$ cat src/common/dbmhp_defines.vh
// Purpose: constants for the disk buffer manager host port
// Assumes: included by hw/dbmhp_top.v
// Notes: offsets are internal or host register indices
`ifndef DBMHP_DEFINES_VH
`define DBMHP_DEFINES_VH
// control processor support command addresses (low six bits)
`define DBMHP_CMD_HBLK 6'h20
`define DBMHP_CMD_FBLK 6'h21
`define DBMHP_CMD_HCLR 6'h22
`define DBMHP_CMD_FCLR 6'h23
`define DBMHP_CMD_DRQ 6'h24
`define DBMHP_CMD_RDM 6'h25
`define DBMHP_CMD_MULT 6'h26
`define DBMHP_CMD_SBLK 6'h27
// internal address ranges (top two of low six bits)
`define DBMHP_RNG_OWN 2'h0
`define DBMHP_RNG_TF 2'h1
`define DBMHP_RNG_CMD 2'h2
`define DBMHP_RNG_SPC 2'h3
// own register indices in range 00-07
`define DBMHP_OWN_STAT 3'h0
`define DBMHP_OWN_HADR_LO 3'h1
`define DBMHP_OWN_HADR_HI 3'h2
`define DBMHP_OWN_FADR_LO 3'h3
`define DBMHP_OWN_FADR_HI 3'h4
`define DBMHP_OWN_SBLK 3'h5
`define DBMHP_OWN_AUX 3'h6
// host register selects: {a9, a2..a0}
`define DBMHP_HOST_DATA 4'h0
`define DBMHP_HOST_CMD 4'h7
`define DBMHP_HOST_ASTAT 4'he
// aux control register fields
`define DBMHP_AUX_IDS 1
`define DBMHP_AUX_RST 2
// status image field positions
`define DBMHP_ST_BZY 7
`define DBMHP_ST_DRQ 3
// reset values
`define DBMHP_AUX_RESET 8'h02
`define DBMHP_ST_RESET 8'h00
// sequencer states
`define DBMHP_SQ_IDLE 2'h0
`define DBMHP_SQ_HOST 2'h1
`define DBMHP_SQ_FMT 2'h2
`define DBMHP_SQ_DONE 2'h3
`endif

$ cat src/hw/dbmhp_top.v
// Purpose: buffer manager: host decode, task file images, data pipeline,
//   sector ram address counters, arbitration and support commands
// Assumes: host strobes and formatter request arrive asynchronously and
//   are synchronised; control processor is on classic wishbone, mclk
// Notes: internal address = wb_adr_i[7:0], one aligned word each
// Functional notes
// - host interrupt out only when disable bit clear and not busy
// - any host command, programmed reset or master reset clears interrupt
// - processor reads and writes host and formatter block counters 20, 21
// - write 22 clears host address counter, write 23 formatter counter
// - read 22 enters sleep mode and clears busy
// - read 23 selects 7-byte ecc; write 24 sets drq; read 24 interrupt
// - write 25 read mode; read 25 prefetch; write/read 26 multi set/clear
// - write 27 loads sector block counter; read 27 enters idle mode
// - ranges: 00-07 own, 10-17 task file, 30-3f special
// - top two internal address bits ignored in command decode
// - support commands only from processor bus, not host
// - host sees task file images only; processor sees both
// - arbitrate host/formatter, drive winner counter onto ram address
// - clocked sequencer favours host, makes ram strobes and byte gate
// - 14-bit incrementing counters, upper 13 bits address, lsb byte lane
// - respond to primary or alternate host range, selected externally
// - host a9 and a2..a0 select the register
// - wakeup driven to processor input beside formatter signals
// - disable bit masks output but keeps pending level
// - interrupt disabled after master reset
// - host write word held in pipeline, written to ram between cycles
// - host read returns prefetched word and prefetches the next
`include "dbmhp_defines.vh"
module dbmhp_top (
  input wire mclk,
  input wire sys_rst,
  input wire clk_en,
  // control processor wishbone slave
  input wire wb_cyc_i,
  input wire wb_stb_i,
  input wire wb_we_i,
  input wire [7:0] wb_adr_i,
  input wire [3:0] wb_sel_i,
  input wire [31:0] wb_dat_i,
  output reg [31:0] wb_dat_o,
  output reg wb_ack_o,
  // host bus
  input wire host_sel_n,
  input wire host_rd_n,
  input wire host_wr_n,
  input wire host_a9,
  input wire [2:0] host_a,
  input wire [15:0] host_d_i,
  output reg [15:0] host_d_o,
  output reg host_d_oe,
  output reg host_irq,
  // formatter side
  input wire formatter_buffer_request,
  input wire formatter_done_signal,
  input wire [7:0] fmt_d_i,
  output reg [7:0] fmt_d_o,
  output reg fmt_ack,
  // sector ram
  output reg [12:0] ram_addr,
  output reg ram_oe_n,
  output reg ram_we_n,
  output reg [15:0] ram_d_o,
  input wire [15:0] ram_d_i,
  output reg byte_gate,
  // processor input port
  output reg wakeup_signal,
  output reg fmt_done_out,
  output reg fmt_breq_out
);

// ---------------------------------------------------------------
// input synchronisers
// ---------------------------------------------------------------
reg [2:0] hs_s1_q, hs_s2_q;
reg [1:0] fs_s1_q, fs_s2_q;
reg hwr_prev_q, hrd_prev_q;
reg [3:0] hadr_q;
reg [15:0] hdat_q;
reg [27:0] pin_s1_q, pin_s2_q; // {fmt_d_i, host_a9, host_a, host_d_i}
// strobe decode reads only the second flop
wire host_wr = ~hs_s2_q[2] & ~hs_s2_q[0];
wire host_rd = ~hs_s2_q[2] & ~hs_s2_q[1];
wire hwr_end = hwr_prev_q & ~host_wr;
wire hrd_end = hrd_prev_q & ~host_rd;
wire hrd_go = host_rd & ~hrd_prev_q;
wire [7:0] fmt_byte = pin_s2_q[27:20];
// two flops for strobes, formatter signals and pin buses, kept in step
always @(posedge mclk) begin
  if (sys_rst) begin
    hs_s1_q <= 3'h7;
    hs_s2_q <= 3'h7;
    fs_s1_q <= 2'h0;
    fs_s2_q <= 2'h0;
    pin_s1_q <= 28'h0000000;
    pin_s2_q <= 28'h0000000;
    hwr_prev_q <= 1'b0;
    hrd_prev_q <= 1'b0;
  end else if (clk_en) begin
    hs_s1_q <= {host_sel_n, host_rd_n, host_wr_n};
    hs_s2_q <= hs_s1_q;
    fs_s1_q <= {formatter_buffer_request, formatter_done_signal};
    fs_s2_q <= fs_s1_q;
    pin_s1_q <= {fmt_d_i, host_a9, host_a, host_d_i};
    pin_s2_q <= pin_s1_q;
    hwr_prev_q <= host_wr;
    hrd_prev_q <= host_rd;
  end
end

// address and data stable while strobe held; captured on strobe
always @(posedge mclk) begin
  if (sys_rst) begin
    hadr_q <= 4'h0;
    hdat_q <= 16'h0000;
  end else if (clk_en && (host_wr | host_rd)) begin
    hadr_q <= pin_s2_q[19:16];
    hdat_q <= pin_s2_q[15:0];
  end
end

// ---------------------------------------------------------------
// processor bus decode
// ---------------------------------------------------------------
wire wb_req = wb_cyc_i & wb_stb_i & ~wb_ack_o;
wire [1:0] rng = wb_adr_i[5:4];
wire [5:0] cadr = wb_adr_i[5:0];
wire cmd_wr = wb_req & wb_we_i & wb_sel_i[0] & (rng == `DBMHP_RNG_CMD);
wire cmd_rd = wb_req & ~wb_we_i & (rng == `DBMHP_RNG_CMD);

function hit;
  input strobe;
  input [5:0] a;
  input [5:0] want;
  begin
    hit = strobe & (a == want);
  end
endfunction

// ---------------------------------------------------------------
// control state
// ---------------------------------------------------------------
reg [7:0] aux_control_reg_q;
reg [7:0] img_q [0:7];
reg [7:0] tf_q [0:7];
reg irq_lvl_q, busy_q, sleep_q, ecc7_q, drq_q, rdmode_q, multi_q, idle_q;
reg [7:0] hblk_q, fblk_q, sblk_q;
reg [13:0] hcnt_q, fcnt_q;
reg pf_req_q, pf_valid_q, wp_req_q, fmt_pend_q, fmt_prev_q;
reg [15:0] pipe_q;
reg [1:0] sq_q;
integer i;

wire host_cmd = hwr_end & (hadr_q == `DBMHP_HOST_CMD);
wire host_data_wr = hwr_end & (hadr_q == `DBMHP_HOST_DATA);
wire host_data_rd = hrd_end & (hadr_q == `DBMHP_HOST_DATA);
wire prst = aux_control_reg_q[`DBMHP_AUX_RST];
wire fmt_rise = fs_s2_q[1] & ~fmt_prev_q;

// aux register, images, task file, mode latches, interrupt level
always @(posedge mclk) begin
  if (sys_rst) begin
    aux_control_reg_q <= `DBMHP_AUX_RESET;
    for (i = 0; i < 8; i = i + 1) begin
      img_q[i] <= `DBMHP_ST_RESET;
      tf_q[i] <= 8'h00;
    end
    irq_lvl_q <= 1'b0;
    busy_q <= 1'b0;
    sleep_q <= 1'b0;
    ecc7_q <= 1'b0;
    drq_q <= 1'b0;
    rdmode_q <= 1'b0;
    multi_q <= 1'b0;
    idle_q <= 1'b1;
    hblk_q <= 8'h00;
    fblk_q <= 8'h00;
    sblk_q <= 8'h00;
  end else if (clk_en) begin
    // host writes reach images only, plus the aux register at select e
    if (hwr_end && !hadr_q[3] && hadr_q != `DBMHP_HOST_DATA)
      img_q[hadr_q[2:0]] <= hdat_q[7:0];
    if (hwr_end && hadr_q == `DBMHP_HOST_ASTAT)
      aux_control_reg_q <= hdat_q[7:0];
    // processor writes to own and task file ranges
    if (wb_req && wb_we_i && wb_sel_i[0]) begin
      if (rng == `DBMHP_RNG_OWN && cadr[3] == 1'b0) begin
        if (cadr[2:0] == `DBMHP_OWN_AUX)
          aux_control_reg_q <= wb_dat_i[7:0];
        else
          img_q[cadr[2:0]] <= wb_dat_i[7:0];
      end
      if (rng == `DBMHP_RNG_TF && cadr[3] == 1'b0)
        tf_q[cadr[2:0]] <= wb_dat_i[7:0];
    end
    if (hit(cmd_wr, cadr, `DBMHP_CMD_HBLK)) hblk_q <= wb_dat_i[7:0];
    if (hit(cmd_wr, cadr, `DBMHP_CMD_FBLK)) fblk_q <= wb_dat_i[7:0];
    if (hit(cmd_rd, cadr, `DBMHP_CMD_HCLR)) begin
      sleep_q <= 1'b1;
      busy_q <= 1'b0;
    end
    // host command sets busy; wins over a same-cycle processor clear
    if (host_cmd) begin
      busy_q <= 1'b1;
      sleep_q <= 1'b0;
      idle_q <= 1'b0;
    end
    if (hit(cmd_rd, cadr, `DBMHP_CMD_FCLR)) ecc7_q <= 1'b1;
    if (hit(cmd_wr, cadr, `DBMHP_CMD_DRQ)) drq_q <= 1'b1;
    if (host_data_wr | host_data_rd) drq_q <= 1'b0;
    if (hit(cmd_wr, cadr, `DBMHP_CMD_RDM)) rdmode_q <= 1'b1;
    if (hit(cmd_wr, cadr, `DBMHP_CMD_MULT)) multi_q <= 1'b1;
    if (hit(cmd_rd, cadr, `DBMHP_CMD_MULT)) multi_q <= 1'b0;
    if (hit(cmd_wr, cadr, `DBMHP_CMD_SBLK)) sblk_q <= wb_dat_i[7:0];
    if (hit(cmd_rd, cadr, `DBMHP_CMD_SBLK)) idle_q <= 1'b1;
    // interrupt level: host command or programmed reset clear it
    if (host_cmd | prst)
      irq_lvl_q <= 1'b0;
    else if (hit(cmd_rd, cadr, `DBMHP_CMD_DRQ))
      irq_lvl_q <= 1'b1;
    if (prst) begin
      busy_q <= 1'b0;
      drq_q <= 1'b0;
      multi_q <= 1'b0;
    end
  end
end

// ---------------------------------------------------------------
// address counters, pipeline and sequencer
// ---------------------------------------------------------------
wire host_wins = pf_req_q | wp_req_q;
wire fmt_want = fmt_pend_q | fmt_rise;
always @(posedge mclk) begin
  if (sys_rst) begin
    hcnt_q <= 14'h0000;
    fcnt_q <= 14'h0000;
    pf_req_q <= 1'b0;
    pf_valid_q <= 1'b0;
    wp_req_q <= 1'b0;
    fmt_pend_q <= 1'b0;
    fmt_prev_q <= 1'b0;
    pipe_q <= 16'h0000;
    sq_q <= `DBMHP_SQ_IDLE;
    ram_addr <= 13'h0000;
    ram_oe_n <= 1'b1;
    ram_we_n <= 1'b1;
    ram_d_o <= 16'h0000;
    byte_gate <= 1'b0;
    fmt_ack <= 1'b0;
    fmt_d_o <= 8'h00;
  end else if (clk_en) begin
    fmt_prev_q <= fs_s2_q[1];
    fmt_ack <= 1'b0;
    if (fmt_rise) fmt_pend_q <= 1'b1;
    if (hit(cmd_wr, cadr, `DBMHP_CMD_HCLR)) hcnt_q <= 14'h0000;
    if (hit(cmd_wr, cadr, `DBMHP_CMD_FCLR)) fcnt_q <= 14'h0000;
    case (sq_q)
      `DBMHP_SQ_IDLE: begin
        if (host_wins) begin
          sq_q <= `DBMHP_SQ_HOST;
          ram_addr <= hcnt_q[13:1];
          ram_oe_n <= ~pf_req_q;
          ram_we_n <= pf_req_q;
          ram_d_o <= pipe_q;
          byte_gate <= 1'b1;
        end else if (fmt_want) begin
          sq_q <= `DBMHP_SQ_FMT;
          ram_addr <= fcnt_q[13:1];
          ram_oe_n <= rdmode_q;
          ram_we_n <= ~rdmode_q;
          ram_d_o <= {fmt_byte, fmt_byte};
        end
      end
      `DBMHP_SQ_HOST: begin
        if (!ram_oe_n) begin
          pipe_q <= ram_d_i;
          pf_valid_q <= 1'b1;
          pf_req_q <= 1'b0;
        end else begin
          wp_req_q <= 1'b0;
        end
        hcnt_q <= hcnt_q + 14'h0002;
        sq_q <= `DBMHP_SQ_DONE;
      end
      `DBMHP_SQ_FMT: begin
        fmt_d_o <= fcnt_q[0] ? ram_d_i[15:8] : ram_d_i[7:0];
        fcnt_q <= fcnt_q + 14'h0001;
        fmt_pend_q <= fmt_rise;
        fmt_ack <= 1'b1;
        sq_q <= `DBMHP_SQ_DONE;
      end
      `DBMHP_SQ_DONE: begin
        ram_oe_n <= 1'b1;
        ram_we_n <= 1'b1;
        byte_gate <= 1'b0;
        sq_q <= `DBMHP_SQ_IDLE;
      end
      default: sq_q <= `DBMHP_SQ_IDLE;
    endcase
    // new host requests after the sequencer so a same-cycle clear never drops them
    if (hit(cmd_rd, cadr, `DBMHP_CMD_RDM)) begin
      pf_req_q <= 1'b1;
      pf_valid_q <= 1'b0;
    end
    if (host_data_rd) begin
      pf_req_q <= 1'b1;
      pf_valid_q <= 1'b0;
    end
    if (host_data_wr) begin
      pipe_q <= hdat_q;
      wp_req_q <= 1'b1;
    end
  end
end

// ---------------------------------------------------------------
// host read data, interrupt and processor port
// ---------------------------------------------------------------
wire [7:0] astat = {busy_q, img_q[0][6:4], drq_q, img_q[0][2:0]};
always @(posedge mclk) begin
  if (sys_rst) begin
    host_d_o <= 16'h0000;
    host_d_oe <= 1'b0;
    host_irq <= 1'b0;
    wakeup_signal <= 1'b0;
    fmt_done_out <= 1'b0;
    fmt_breq_out <= 1'b0;
  end else if (clk_en) begin
    host_d_oe <= host_rd;
    if (hrd_go) begin
      if (hadr_q == `DBMHP_HOST_DATA)
        host_d_o <= pipe_q;
      else if (hadr_q == `DBMHP_HOST_ASTAT || hadr_q == `DBMHP_HOST_CMD)
        host_d_o <= {8'h00, astat};
      else
        host_d_o <= {8'h00, img_q[hadr_q[2:0]]};
    end
    host_irq <= irq_lvl_q & ~busy_q & ~aux_control_reg_q[`DBMHP_AUX_IDS];
    wakeup_signal <= host_cmd | (wakeup_signal & sleep_q);
    fmt_done_out <= fs_s2_q[0];
    fmt_breq_out <= fs_s2_q[1];
  end
end

// processor read mux and ack, one wait cycle
always @(posedge mclk) begin
  if (sys_rst) begin
    wb_ack_o <= 1'b0;
    wb_dat_o <= 32'h00000000;
  end else if (clk_en) begin
    wb_ack_o <= wb_req;
    if (wb_req && !wb_we_i) begin
      wb_dat_o <= 32'h00000000;
      case (rng)
        `DBMHP_RNG_OWN:
          case (cadr[2:0])
            `DBMHP_OWN_STAT: wb_dat_o[7:0] <= {irq_lvl_q, busy_q, sleep_q, ecc7_q,
                                                drq_q, rdmode_q, multi_q, idle_q};
            `DBMHP_OWN_HADR_LO: wb_dat_o[7:0] <= hcnt_q[7:0];
            `DBMHP_OWN_HADR_HI: wb_dat_o[5:0] <= hcnt_q[13:8];
            `DBMHP_OWN_FADR_LO: wb_dat_o[7:0] <= fcnt_q[7:0];
            `DBMHP_OWN_FADR_HI: wb_dat_o[5:0] <= fcnt_q[13:8];
            `DBMHP_OWN_SBLK: wb_dat_o[7:0] <= sblk_q;
            `DBMHP_OWN_AUX: wb_dat_o[7:0] <= aux_control_reg_q;
            default: wb_dat_o[7:0] <= img_q[7];
          endcase
        `DBMHP_RNG_TF: wb_dat_o[7:0] <= tf_q[cadr[2:0]];
        `DBMHP_RNG_CMD:
          if (cadr == `DBMHP_CMD_HBLK) wb_dat_o[7:0] <= hblk_q;
          else if (cadr == `DBMHP_CMD_FBLK) wb_dat_o[7:0] <= fblk_q;
        default: wb_dat_o <= 32'h00000000;
      endcase
    end
  end
end

endmodule // dbmhp_top

$ cat config.mk
export PLATFORM = sky130hd
export DESIGN_NAME = dbmhp_top
export DESIGN_NICKNAME = d
export VERILOG_FILES = /design/src/hw/dbmhp_top.v
export VERILOG_INCLUDE_DIRS = /design/src /design/src/common
export SDC_FILE = /design/constraint.sdc
export NUM_CORES = 1
export LEC_CHECK = 0
export ABC_CLOCK_PERIOD_IN_PS = 2600
export BUFFER_PORTS_ARGS = -buffer_cell sky130_fd_sc_hd__clkbuf_2
export CORE_ASPECT_RATIO = 0.5
export CORE_UTILIZATION = 49
export DETAILED_ROUTE_END_ITERATION = 16
export PLACE_DENSITY_LB_ADDON = 0.15
export SYNTH_ARGS = -nofsm -noshare
export SYNTH_HDL_FRONTEND = slang
export SYNTH_SLANG_ARGS = --single-unit
export TNS_END_PERCENT = 20
$ cat constraint.sdc
create_clock -name mclk -period 2.6 [get_ports mclk]
set_input_delay 0.26 -clock mclk [delete_from_list [all_inputs] [get_ports mclk]]
set_output_delay 0.26 -clock mclk [all_outputs]
set_load 0.01 [all_outputs]
Word-level counts from Yosys, hierarchy flattened
Memory sizes are Yosys's and may differ from the RTL's. A register that Yosys moved wholly into a read port is not among the register bits.
Index checks and enable logic that the tools add are counted.
Operators by class
  eq/ne operators: 25
  add/subtract/negate cells: 2
  reduce and logical (&&, ||, !) cells: 60
  bitwise logic cells: 53
  multiplexer cells: 87
Operators with widths (number)
  two-way mux 16 bit: 6
  two-way mux 8 bit: 11
  two-way mux 14 bit: 4
  two-way mux 1 bit: 50
  == test 6 bit, second input constant: 8
  case mux 6 bit (7 select lines): 1
  AND reduction 2 bit: 18
  bitwise AND 1 bit: 33
  two-way mux 13 bit: 2
  case mux 8 bit (3 select lines): 1
  OR reduction 8 bit: 3
  nonzero test 2 bit: 10
  AND reduction 3 bit: 6
  two-way mux 3 bit: 5
  adder 14 x 1 -> 14 bit, second input constant: 1
  adder 14 x 2 -> 14 bit, second input constant: 1
  NOT 1 bit: 14
  case mux 2 bit (6 select lines): 1
  nonzero test 3 bit: 4
  == test 3 bit, second input constant: 3
  logical AND 1 bit: 9
  == test 2 bit, second input constant: 3
  == test 3 x 2 -> 1 bit, second input constant: 2
  bitwise OR 1 bit: 6
  other kinds (18): 25
Storage, ports and cells
  input port bits: 99
  memories kept: 2
  output and inout port bits: 95
  register bits after elaboration: 247
  RAM bits: 128
Memories
  img_q: depth 8, width 8, rd ports 3, clocked after Yosys merged registers in 1, write ports 8, RTL line dbmhp_top.v:144  | reg [7:0] img_q [0:7];
  tf_q: depth 8, width 8, rd ports 1, clocked after Yosys merged registers in 0, write ports 8, RTL line dbmhp_top.v:145  | reg [7:0] tf_q [0:7];

Longest topological paths before layout
Gate-level depths: netlist of the first run.
  depth after elaboration: 12
  depth in mapped cells: 8
  gate-level depth less buffers: 7

Worst setup path after synthesis of the first run
Ideal clock, no wire load.
  kind: reg2reg
  from: register wb_ack_o
  to: memory tf_q[6][0] (enable)
  clock period less this slack: 2470 ps
  path buffers: 1
  required time: 2216 ps
  data arrival time: 2086 ps
  setup time: 384 ps
  setup slack: 130 ps
  stages on the path, launching flop included: 6
  cell sequence: dfxtp_1 > nand3b_1 > or2_2 > or3_1 > clkbuf_1 > o21ai_0
RTL lines
  start: declaration: RTL line dbmhp_top.v:42  | output reg wb_ack_o,
  start signal: assignment: RTL line dbmhp_top.v:352  | wb_ack_o <= wb_req;
  end: declaration: RTL line dbmhp_top.v:145

==> out/qor.csv, run 1 <==
metric,value,unit
status,finished clean,
maxSlewViolCount,0,
min_path_type,input port to register,
pwr-share-clk,41.9,%
synthMuxAreaShare,10.7,%
p_comb_share,7.9,%
core_area,0.0348,sq mm
required,2.81,ns
cts_sinks,377,
synth_xor_area_share,0.551,%
die_h,136,um
area_growth,15.8,%
holdWs,0.0144,ns
final_cell_mix,"249 x dfxtp_1, 243 x nor2_1, 238 x nand2_1",
fmax,413,MHz
min_from,ram_d_i[10],
final_hold_viol_count,0,
numCtsBuffers,36,
cp-startpoint,sys_rst,
drtIter0Drc,1637,
vias,14200,
path_class,input port to register,
leakage,7.60,nW
dr.pass1.iters,8,
seq_power_share,50.2,%
tns,0,ns
worstPathMaxFanout,10,
io-pin-count,194,
ys.flop_type,dfxtp_1,
drt-total-wl,50800,um
rsz0062_at_grt,no,
ir_worst_vdd,0.000454,V
yosysTopAreaCellShare,28.5,%
cts-root-buf,clkbuf_16,
dp_hpwl,35200,um
cts_resized,0,
async_reset_ff_share,0,%
nFillCells,3080,
clk_pin_slew,0.06,ns
finalSetupViolCount,0,
maxSlewHeadroom,17.6,%
fin_skew,0.0218,ns
worstSetupEndpointType,register,
post_drt_wl_per_cell,20.6,um
syn_area,0.0175,sq mm
synth_edf_count,128,
fp.dieW,269,um
num_rows,48,
grt_usage,27.3,%
layout-drive-gt1-share,17.7,%
cp.arrival,2.63,ns
yosys_warnings,0,
cap_violations,0,
dieArea,0.0365,sq mm
avgViaCountPerCell,5.76,
gr-total-overflow,0,
grt_first_pass_wirelength,76500,um
ys_ff_latch,377,
synthCells,1815,
netlist_top_cells_area,"dfxtp_1 29%, edfxtp_1 22%, mux2i_1 6.8%",
cts-htree-levels,2,
yosys.area_share.adder,0.429,%
crit_path_start_kind,input port,
period_needed,2.42,ns
syn_avg_cell_area,9.63,sq um
grt_pass1_vias,12900,
switching_power,3.05,mW
p_int,9.55,mW
insertedDiodeCount,0,
ant_nets,0,
synth_top_family_by_area,simple AND/OR/NAND/NOR gates,
place_congestion,0.953,
tightest_slew,1.22,ns
drc,0,
clk_latency,0.55,ns
nets,2064,
synth_top_cell_by_area,dfxtp_1,
synth_compound_area_share,13.3,%
finalCritPeriodShare,93.1,%
p_sw_share,24.2,%
final_common_cell,dfxtp_1,
io_buffer_count,140,
initial_core_util,50.3,%
antenna_found_initial,2,
finalPower,12.6,mW
grt_max_degree,136,
netlist-cell-type-count,79,
synth-simple-area-share,19.8,%
r2r-start,wb_ack_o,
cts_tree,built,
p_per_area,622,mW/mm^2
max-clock-path-buffers,3,
yosysSeqAreaShare,50.5,%
through the flow:
stage               cells  worst slack [ns]  util, %  instance area, sq um
global placement     2362             0.209     53.9                 18700
finish               2462             0.178     58.2                 20200
global route         2462            0.0709     58.2                 20200
CTS                  2462             0.188     58.2                 20200
floorplan            1838             0.130        -                 17600
detailed placement   2362             0.182     53.9                 18700
timing repair:
action                    CTS  global route
hold buffers               34             0
hold endpoints to repair   39             0
setup buffers               0             0
metal layers:
layer / global-route usage (%) / up-vias / part of all wire (%)
met2: 41.7 / 547 / 44
met5: 0 / - / 0.028
li1: - / 6720 / -
met3: 5.09 / 74 / 8.1
met1: 39.8 / 6842 / 46
met4: 6.41 / 2 / 1.8
cells in the mapped netlist, types with 10 or more instances:
master	instances
inv_1	11
mux4_2	24
and2_1	93
and3_1	17
or3_1	14
dfxtp_1	249
nand3_1	17
mux2i_1	118
nor3_1	19
clkbuf_1	85
edfxtp_1	128
nand4_1	12
a21oi_1	88
mux2_2	13
a211oi_1	26
buf_2	22
a31oi_1	12
o21ai_0	102
buf_4	28
nand2_1	238
nand3b_1	10
a22oi_1	14
a221oi_1	16
buf_1	29
nor2_1	243
a311oi_1	33
nor2b_1	10
critical path: stages:
cell	delay [ns]
dlygate4sd3_1	0.55
buf_6	0.17
or4b_1	0.53
or3_1	0.53
nor3_4	0.24
or3_1	0.33
final cells by class:
| cell class | instances | area [sq um] | share of cell area [%] |
|---|---|---|---|
| clock inverters | 14 | 113 | 0.556 |
| well taps | 475 | 594 | 2.94 |
| inverters | 12 | 45.0 | 0.222 |
| multi-input cells | 1282 | 7950 | 39.3 |
| flip-flops and latches | 377 | 8830 | 43.6 |
| clock buffers | 52 | 1050 | 5.20 |
| repair buffers | 250 | 1660 | 8.21 |
sequential cells by signal, summed over array words and instances (netlist names), 13 cells and up, named ones only:
name / cells
fcnt_q: 14
hcnt_q: 13
hdat_q: 16
host_d_o: 16
img_q: 64
pin_s1_q: 28
pin_s2_q: 28
pipe_q: 16
ram_addr: 13
ram_d_o: 16
tf_q: 64
worst paths after layout:
kind | endpoint | slack (ns) | depth (start not counted)
setup reg to reg | tf_q[4][6] | 0.21 | 5
hold reg to reg | hdat_q[6] | 0.45 | 2
hold / removal | pipe_q[10] | 0.01 | 3
setup / recovery | img_q[4][5] | 0.18 | 6
power groups by stage:
stage / logic, mW / registers [mW] / clock network [mW]
finish: 0.995 / 6.32 / 5.28
global route: 1.07 / 6.33 / 5.63
CTS: 0.985 / 6.32 / 5.35
detailed placement: 0.942 / 6.45 / 0
global placement: 0.934 / 6.45 / 0
floorplan: 0.616 / 6.44 / 0
kinds of logic after synthesis:
kind of cell	count (synthesis)
AOI/OAI and AO/OA	352
xor gates and xnor gates	11
adders and majority gates	6
buffers and inverters	179
DFF	377
muxes	155
other	1
and+or+nand+nor	734
Power figures use the tool's default switching activity.
==> run 2, diff against run 1 <==
==> constraint.sdc (replaced) <==
create_clock -name mclk -period 2.6 [get_ports mclk]
set_input_delay 0.26 -clock mclk [delete_from_list [all_inputs] [get_ports mclk]]
set_output_delay 0.26 -clock mclk [all_outputs]
set_load 0.1 [all_outputs]
==> run 2 against run 1 <==
  * Total power rose by 3.0%
  * Hold slack improved by 0.0043 ns
  * Cell count barely moved
  * Clock power barely moved
==> out/qor.csv, run 2 (synthesized netlist as in run 1, its figures left out) <==
metric,value,unit,change
status,finished clean,,
final_hold_viol_count,0,,unchanged
layout-drive-gt1-share,17.6,%,-0.074 points
worstSetupEndpointType,register,,
leakage,7.60,nW,+0.11%
dieArea,0.0365,sq mm,unchanged
core_area,0.0348,sq mm,unchanged
initial_core_util,50.3,%,unchanged
final_common_cell,dfxtp_1,,
grt_first_pass_wirelength,76900,um,+0.61%
cpMaxStageDelayCell,or3_1,,
cts_tree,built,,
rsz0062_at_grt,no,,
finalSetupViolCount,0,,unchanged
nFillCells,3064,,-0.52%
clk_pin_slew,0.07,ns,about the same
antenna_found_initial,0,,-2
crit_family,simple AND/OR/NAND/NOR gates,,
grt_usage,27.5,%,+0.21 points
postLayoutCoreUtil,58.4,%,+0.12 points
finalCritPeriodShare,91.9,%,-1.2 points
clk_latency,0.54,ns,about the same
io_buffer_count,140,,unchanged
min_path_type,input port to register,,
nets,2064,,unchanged
dr.pass1.iters,6,,-2
cp-startpoint,wb_ack_o,,
die_h,136,um,unchanged
worstPathMaxFanout,11,,+1
r2r-start,wb_ack_o,,
period_needed,2.39,ns,-0.0325 ns
cp.depth,5,,-1
final_cell_mix,"249 x dfxtp_1, 243 x nor2_1, 238 x nand2_1",,
drtIter0Drc,1634,,-0.18%
io-pin-count,194,,unchanged
crit_path_start_kind,register,,
maxSlewHeadroom,19.3,%,+1.7 points
tightest_slew,1.20,ns,-0.0252 ns
min_from,ram_d_i[6],,
drt-total-wl,51100,um,+0.44%
critical_path_buf_inv_count,0,,-2
holdWs,0.0186,ns,+0.00425 ns
post_drt_wl_per_cell,20.8,um,+0.52%
cts_hold_buf,36,,+5.9%
fmax,419,MHz,+1.4%
cts-root-buf,clkbuf_16,,
required,2.82,ns,about the same
reg2reg_to,tf_q[4][6],,
area_growth,16.0,%,
cp.arrival,2.61,ns,-0.02 ns
num_rows,48,,unchanged
avgViaCountPerCell,5.76,,about the same
max-clock-path-buffers,3,,unchanged
endpoint,tf_q[4][6],,
maxSlewViolCount,0,,unchanged
place_area,0.0188,sq mm,+0.12%
gr-total-overflow,0,,unchanged
grt_max_degree,180,,+32%
cap_violations,0,,unchanged
ir_worst_vdd,0.000511,V,+13%
path_class,register to register,,
crit_chain,nand3b_1 -> or2_2 -> or3_1 -> nor3_1 -> or2_2,,
place_congestion,0.952,,about the same
ant_nets,0,,unchanged
pre_cts_ws,0.135,ns,-0.0479 ns
cts_setup_buffers,0,,unchanged
drc,0,,unchanged
numCtsBuffers,36,,unchanged
top_regs,"img_q x64, tf_q x64",,
p_per_area,640,mW/mm^2,+2.8%
r2r_cells,5,,unchanged
fin_skew,0.0126,ns,-0.00918 ns
setup_ws,0.211,ns,+0.0325 ns
grt_pass1_vias,12800,,-0.78%
rrSetupSlack,0.21,ns,about the same
vias,14200,,-0.049%
stdcell_area,0.0203,sq mm,+0.21%
crit_path_frequent_cell,or2_2,,
tns,0,ns,unchanged
dp_hpwl,35300,um,+0.14%
fp.dieW,269,um,unchanged
cts_resized,0,,unchanged
cts_sinks,377,,unchanged
cts-htree-levels,2,,unchanged
slowest_delay,0.56,ns,about the same
## run 2: metal layers
metal	GRT usage [%]	vias to the layer above	routed length [um]
met2	41.7	550	22400
met4	7.08	0	1150
met5	0	-	0
met1	40.5	6817	23400
met3	4.64	82	4190
li1	-	6729	-
## run 2: layout make-up
class	count	area [sq um]	area share, %
antenna	1	2.50	0.0123
clock buffer	51	1080	5.32
sequential	377	8830	43.5
multi-input combinational	1282	7950	39.2
clock inverter	12	83.8	0.413
timing repair buffer	250	1700	8.40
tap	475	594	2.93
inverter	12	45.0	0.222
## run 2: power by group
group | internal, mW | switching, mW | total [mW]
sequential | 6.23 | 0.0905 | 6.32
combinational | 0.372 | 1.04 | 1.41
clock | 2.92 | 2.33 | 5.25
total | 9.52 | 3.46 | 13.0
## run 2: stage by stage
stage	power, mW	std cells
3_3_place_gp	7.79	2360
2_1_floorplan	7.46	1838
6_report	13.0	2460
5_1_grt	13.4	2459
4_1_cts	13.0	2459
3_5_place_dp	7.81	2360
## run 2: how the worst min path moves through the flow
stage	to	depth (start not counted)
2_1_floorplan	hs_s1_q[0]	2
3_3_place_gp	hblk_q[7]	2
3_5_place_dp	hblk_q[0]	2
4_1_cts	pipe_q[12]	3
5_1_grt	pipe_q[12]	3
6_report	pipe_q[6]	3
## run 2: worst register-to-register path: stages (launching register included)
cell      delay [ns]
dfxtp_1         0.33
nand3b_1        0.26
or2_2           0.39
or3_1           0.56
nor3_1          0.25
or2_2           0.30
==> run 3, diff against run 2 <==
--- a/config.mk
+++ b/config.mk
@@ -6,7 +6,7 @@
 export SDC_FILE = /design/constraint.sdc
 export NUM_CORES = 1
 export LEC_CHECK = 0
-export ABC_CLOCK_PERIOD_IN_PS = 2600
+export ABC_CLOCK_PERIOD_IN_PS = 2500
 export BUFFER_PORTS_ARGS = -buffer_cell sky130_fd_sc_hd__clkbuf_2
 export CORE_ASPECT_RATIO = 0.5
 export CORE_UTILIZATION = 49
==> constraint.sdc (replaced) <==
create_clock -name mclk -period 2.5 [get_ports mclk]
set_input_delay 0.25 -clock mclk [delete_from_list [all_inputs] [get_ports mclk]]
set_output_delay 0.25 -clock mclk [all_outputs]
set_load 0.1 [all_outputs]
==> run 3 against run 2 <==
  * Via count shrank 0.48%
  * Sequential cell count unchanged
  * Sequential share of layout area rose by 0.095 points
  * Hold slack gained 0.0098 ns
  * Non-clock buffer count increased by 6
  * Maximum frequency hardly changed
  * Core utilization is 0.12 points lower
  * Design area decreased by 0.20%
  * Critical path type unchanged
==> out/qor.csv, run 3 (synthesized netlist as in run 1, its figures left out) <==
metric,value,unit,change
status,finished clean,,
core_area,0.0348,sq mm,unchanged
maxSlewViolCount,0,,unchanged
cts-root-buf,clkbuf_16,,
holdWs,0.0285,ns,+0.00984 ns
nets,2070,,+0.29%
crit_path_start_kind,register,,
stdcell_area,0.0203,sq mm,-0.20%
cts_sinks,377,,unchanged
crit_family,simple AND/OR/NAND/NOR gates,,
tns,0,ns,unchanged
final_hold_viol_count,0,,unchanged
dr.pass1.iters,6,,unchanged
seqCellArea,0.00883,sq mm,about the same
multi_input_area,0.00797,sq mm,+0.22%
dp_hpwl,35700,um,+1.1%
fmax,418,MHz,about the same
drtIter0Drc,1667,,+2.0%
nFillCells,3120,,+1.8%
top_regs,"img_q x64, tf_q x64",,
finalCritPeriodShare,95.6,%,+3.7 points
dieArea,0.0365,sq mm,unchanged
crit_chain,nand3b_1 -> buf_4 -> or3_1 -> or4_1 -> nand2_1 -> a21oi_1,,
layout-drive-gt1-share,17.9,%,+0.32 points
grt_max_degree,91,,-49%
cap_violations,0,,unchanged
fin_skew,0.0163,ns,+0.00372 ns
cts-htree-levels,2,,unchanged
place_area,0.0188,sq mm,+0.31%
area_growth,15.8,%,
place_inst,2369,,+0.38%
max-clock-path-buffers,3,,unchanged
tightest_slew,1.21,ns,+0.0145 ns
pre_cts_ws,0.0481,ns,-0.0865 ns
vias,14100,,-0.48%
ir_worst_vdd,0.000387,V,-24%
cpMaxStageDelayCell,or4_1,,
grt_usage,27.6,%,+0.11 points
fp.dieW,269,um,unchanged
min_path_type,input port to register,,
finalPower,13.3,mW,+2.6%
gr-total-overflow,0,,unchanged
insertedDiodeCount,0,,-1
cp.arrival,2.77,ns,+0.16 ns
drt-total-wl,51300,um,+0.57%
place_congestion,0.969,,+1.8%
rsz0062_at_grt,no,,
leakage,7.58,nW,-0.36%
worstSetupEndpointType,register,,
setup_ws,0.110,ns,-0.100 ns
postLayoutCoreUtil,58.2,%,-0.12 points
maxSlewHeadroom,18.3,%,-0.97 points
required,2.88,ns,+0.06 ns
critical_path_buf_inv_count,1,,+1
p_per_area,658,mW/mm^2,+2.8%
clk_latency,0.54,ns,about the same
worstPathMaxFanout,11,,unchanged
initial_core_util,50.3,%,unchanged
final_common_cell,dfxtp_1,,
grt_first_pass_wirelength,77200,um,+0.37%
io-pin-count,194,,unchanged
numCtsBuffers,36,,unchanged
clk_pin_slew,0.06,ns,about the same
ant_nets,0,,unchanged
cts_setup_buffers,0,,unchanged
path_class,register to register,,
period_needed,2.39,ns,+0.000148 ns
io_buffer_count,140,,unchanged
finalSetupViolCount,0,,unchanged
antenna_found_initial,0,,unchanged
post_drt_wl_per_cell,20.8,um,+0.24%
avgViaCountPerCell,5.72,,-0.80%
grt_pass1_vias,12800,,+0.38%
slowest_delay,0.70,ns,+0.14 ns
rrSetupSlack,0.11,ns,-0.10 ns
cts_tree,built,,
finalNonFillerCells,2468,,+0.33%
drc,0,,unchanged
die_h,136,um,unchanged
num_rows,48,,unchanged
final_cell_mix,"248 x dfxtp_1, 242 x nor2_1, 238 x nand2_1",,
## run 3: metal layers
metal,vias to the layer above,part of all wire [%],global-route usage (%)
li1,6750,-,-
met1,6714,46,40.5
met2,573,43,42.0
met3,73,8.5,5.28
met4,0,2.0,6.44
met5,-,0,0
## run 3: worst paths after layout
check	startpoint	to	cells past startpoint
hold / removal	ram_d_i[13]	pipe_q[13]	3
setup reg to reg	wb_ack_o	hblk_q[4]	6
setup / recovery	wb_ack_o	hblk_q[4]	6
hold reg to reg	hblk_q[1]	hblk_q[1]	2
## run 3: layout make-up
cell class	count	area share (%)
clock buffers	51	4.88
repair buffers	256	8.48
flip-flops and latches	377	43.6
inverters	12	0.222
multi-input cells	1282	39.4
clock inverters	15	0.519
well taps	475	2.93
## run 3: power by group
part           internal (mW)  switching (mW)  total [mW]
combinational          0.393            1.09        1.49
sequential              6.48          0.0951        6.57
clock                   2.88            2.37        5.26
## run 3: timing repair
item	CTS	global route
hold buffers	33	0
endpoints found under the setup margin	0	8
endpoints found under the hold margin	33	0
resized for setup	0	1
## run 3: tightest hold or removal path, delay by kind of cell
kind | cells | cell delay, ns
AOI/OAI and AO/OA | 2 | 0.15
buffers and inverters | 1 | 0.10
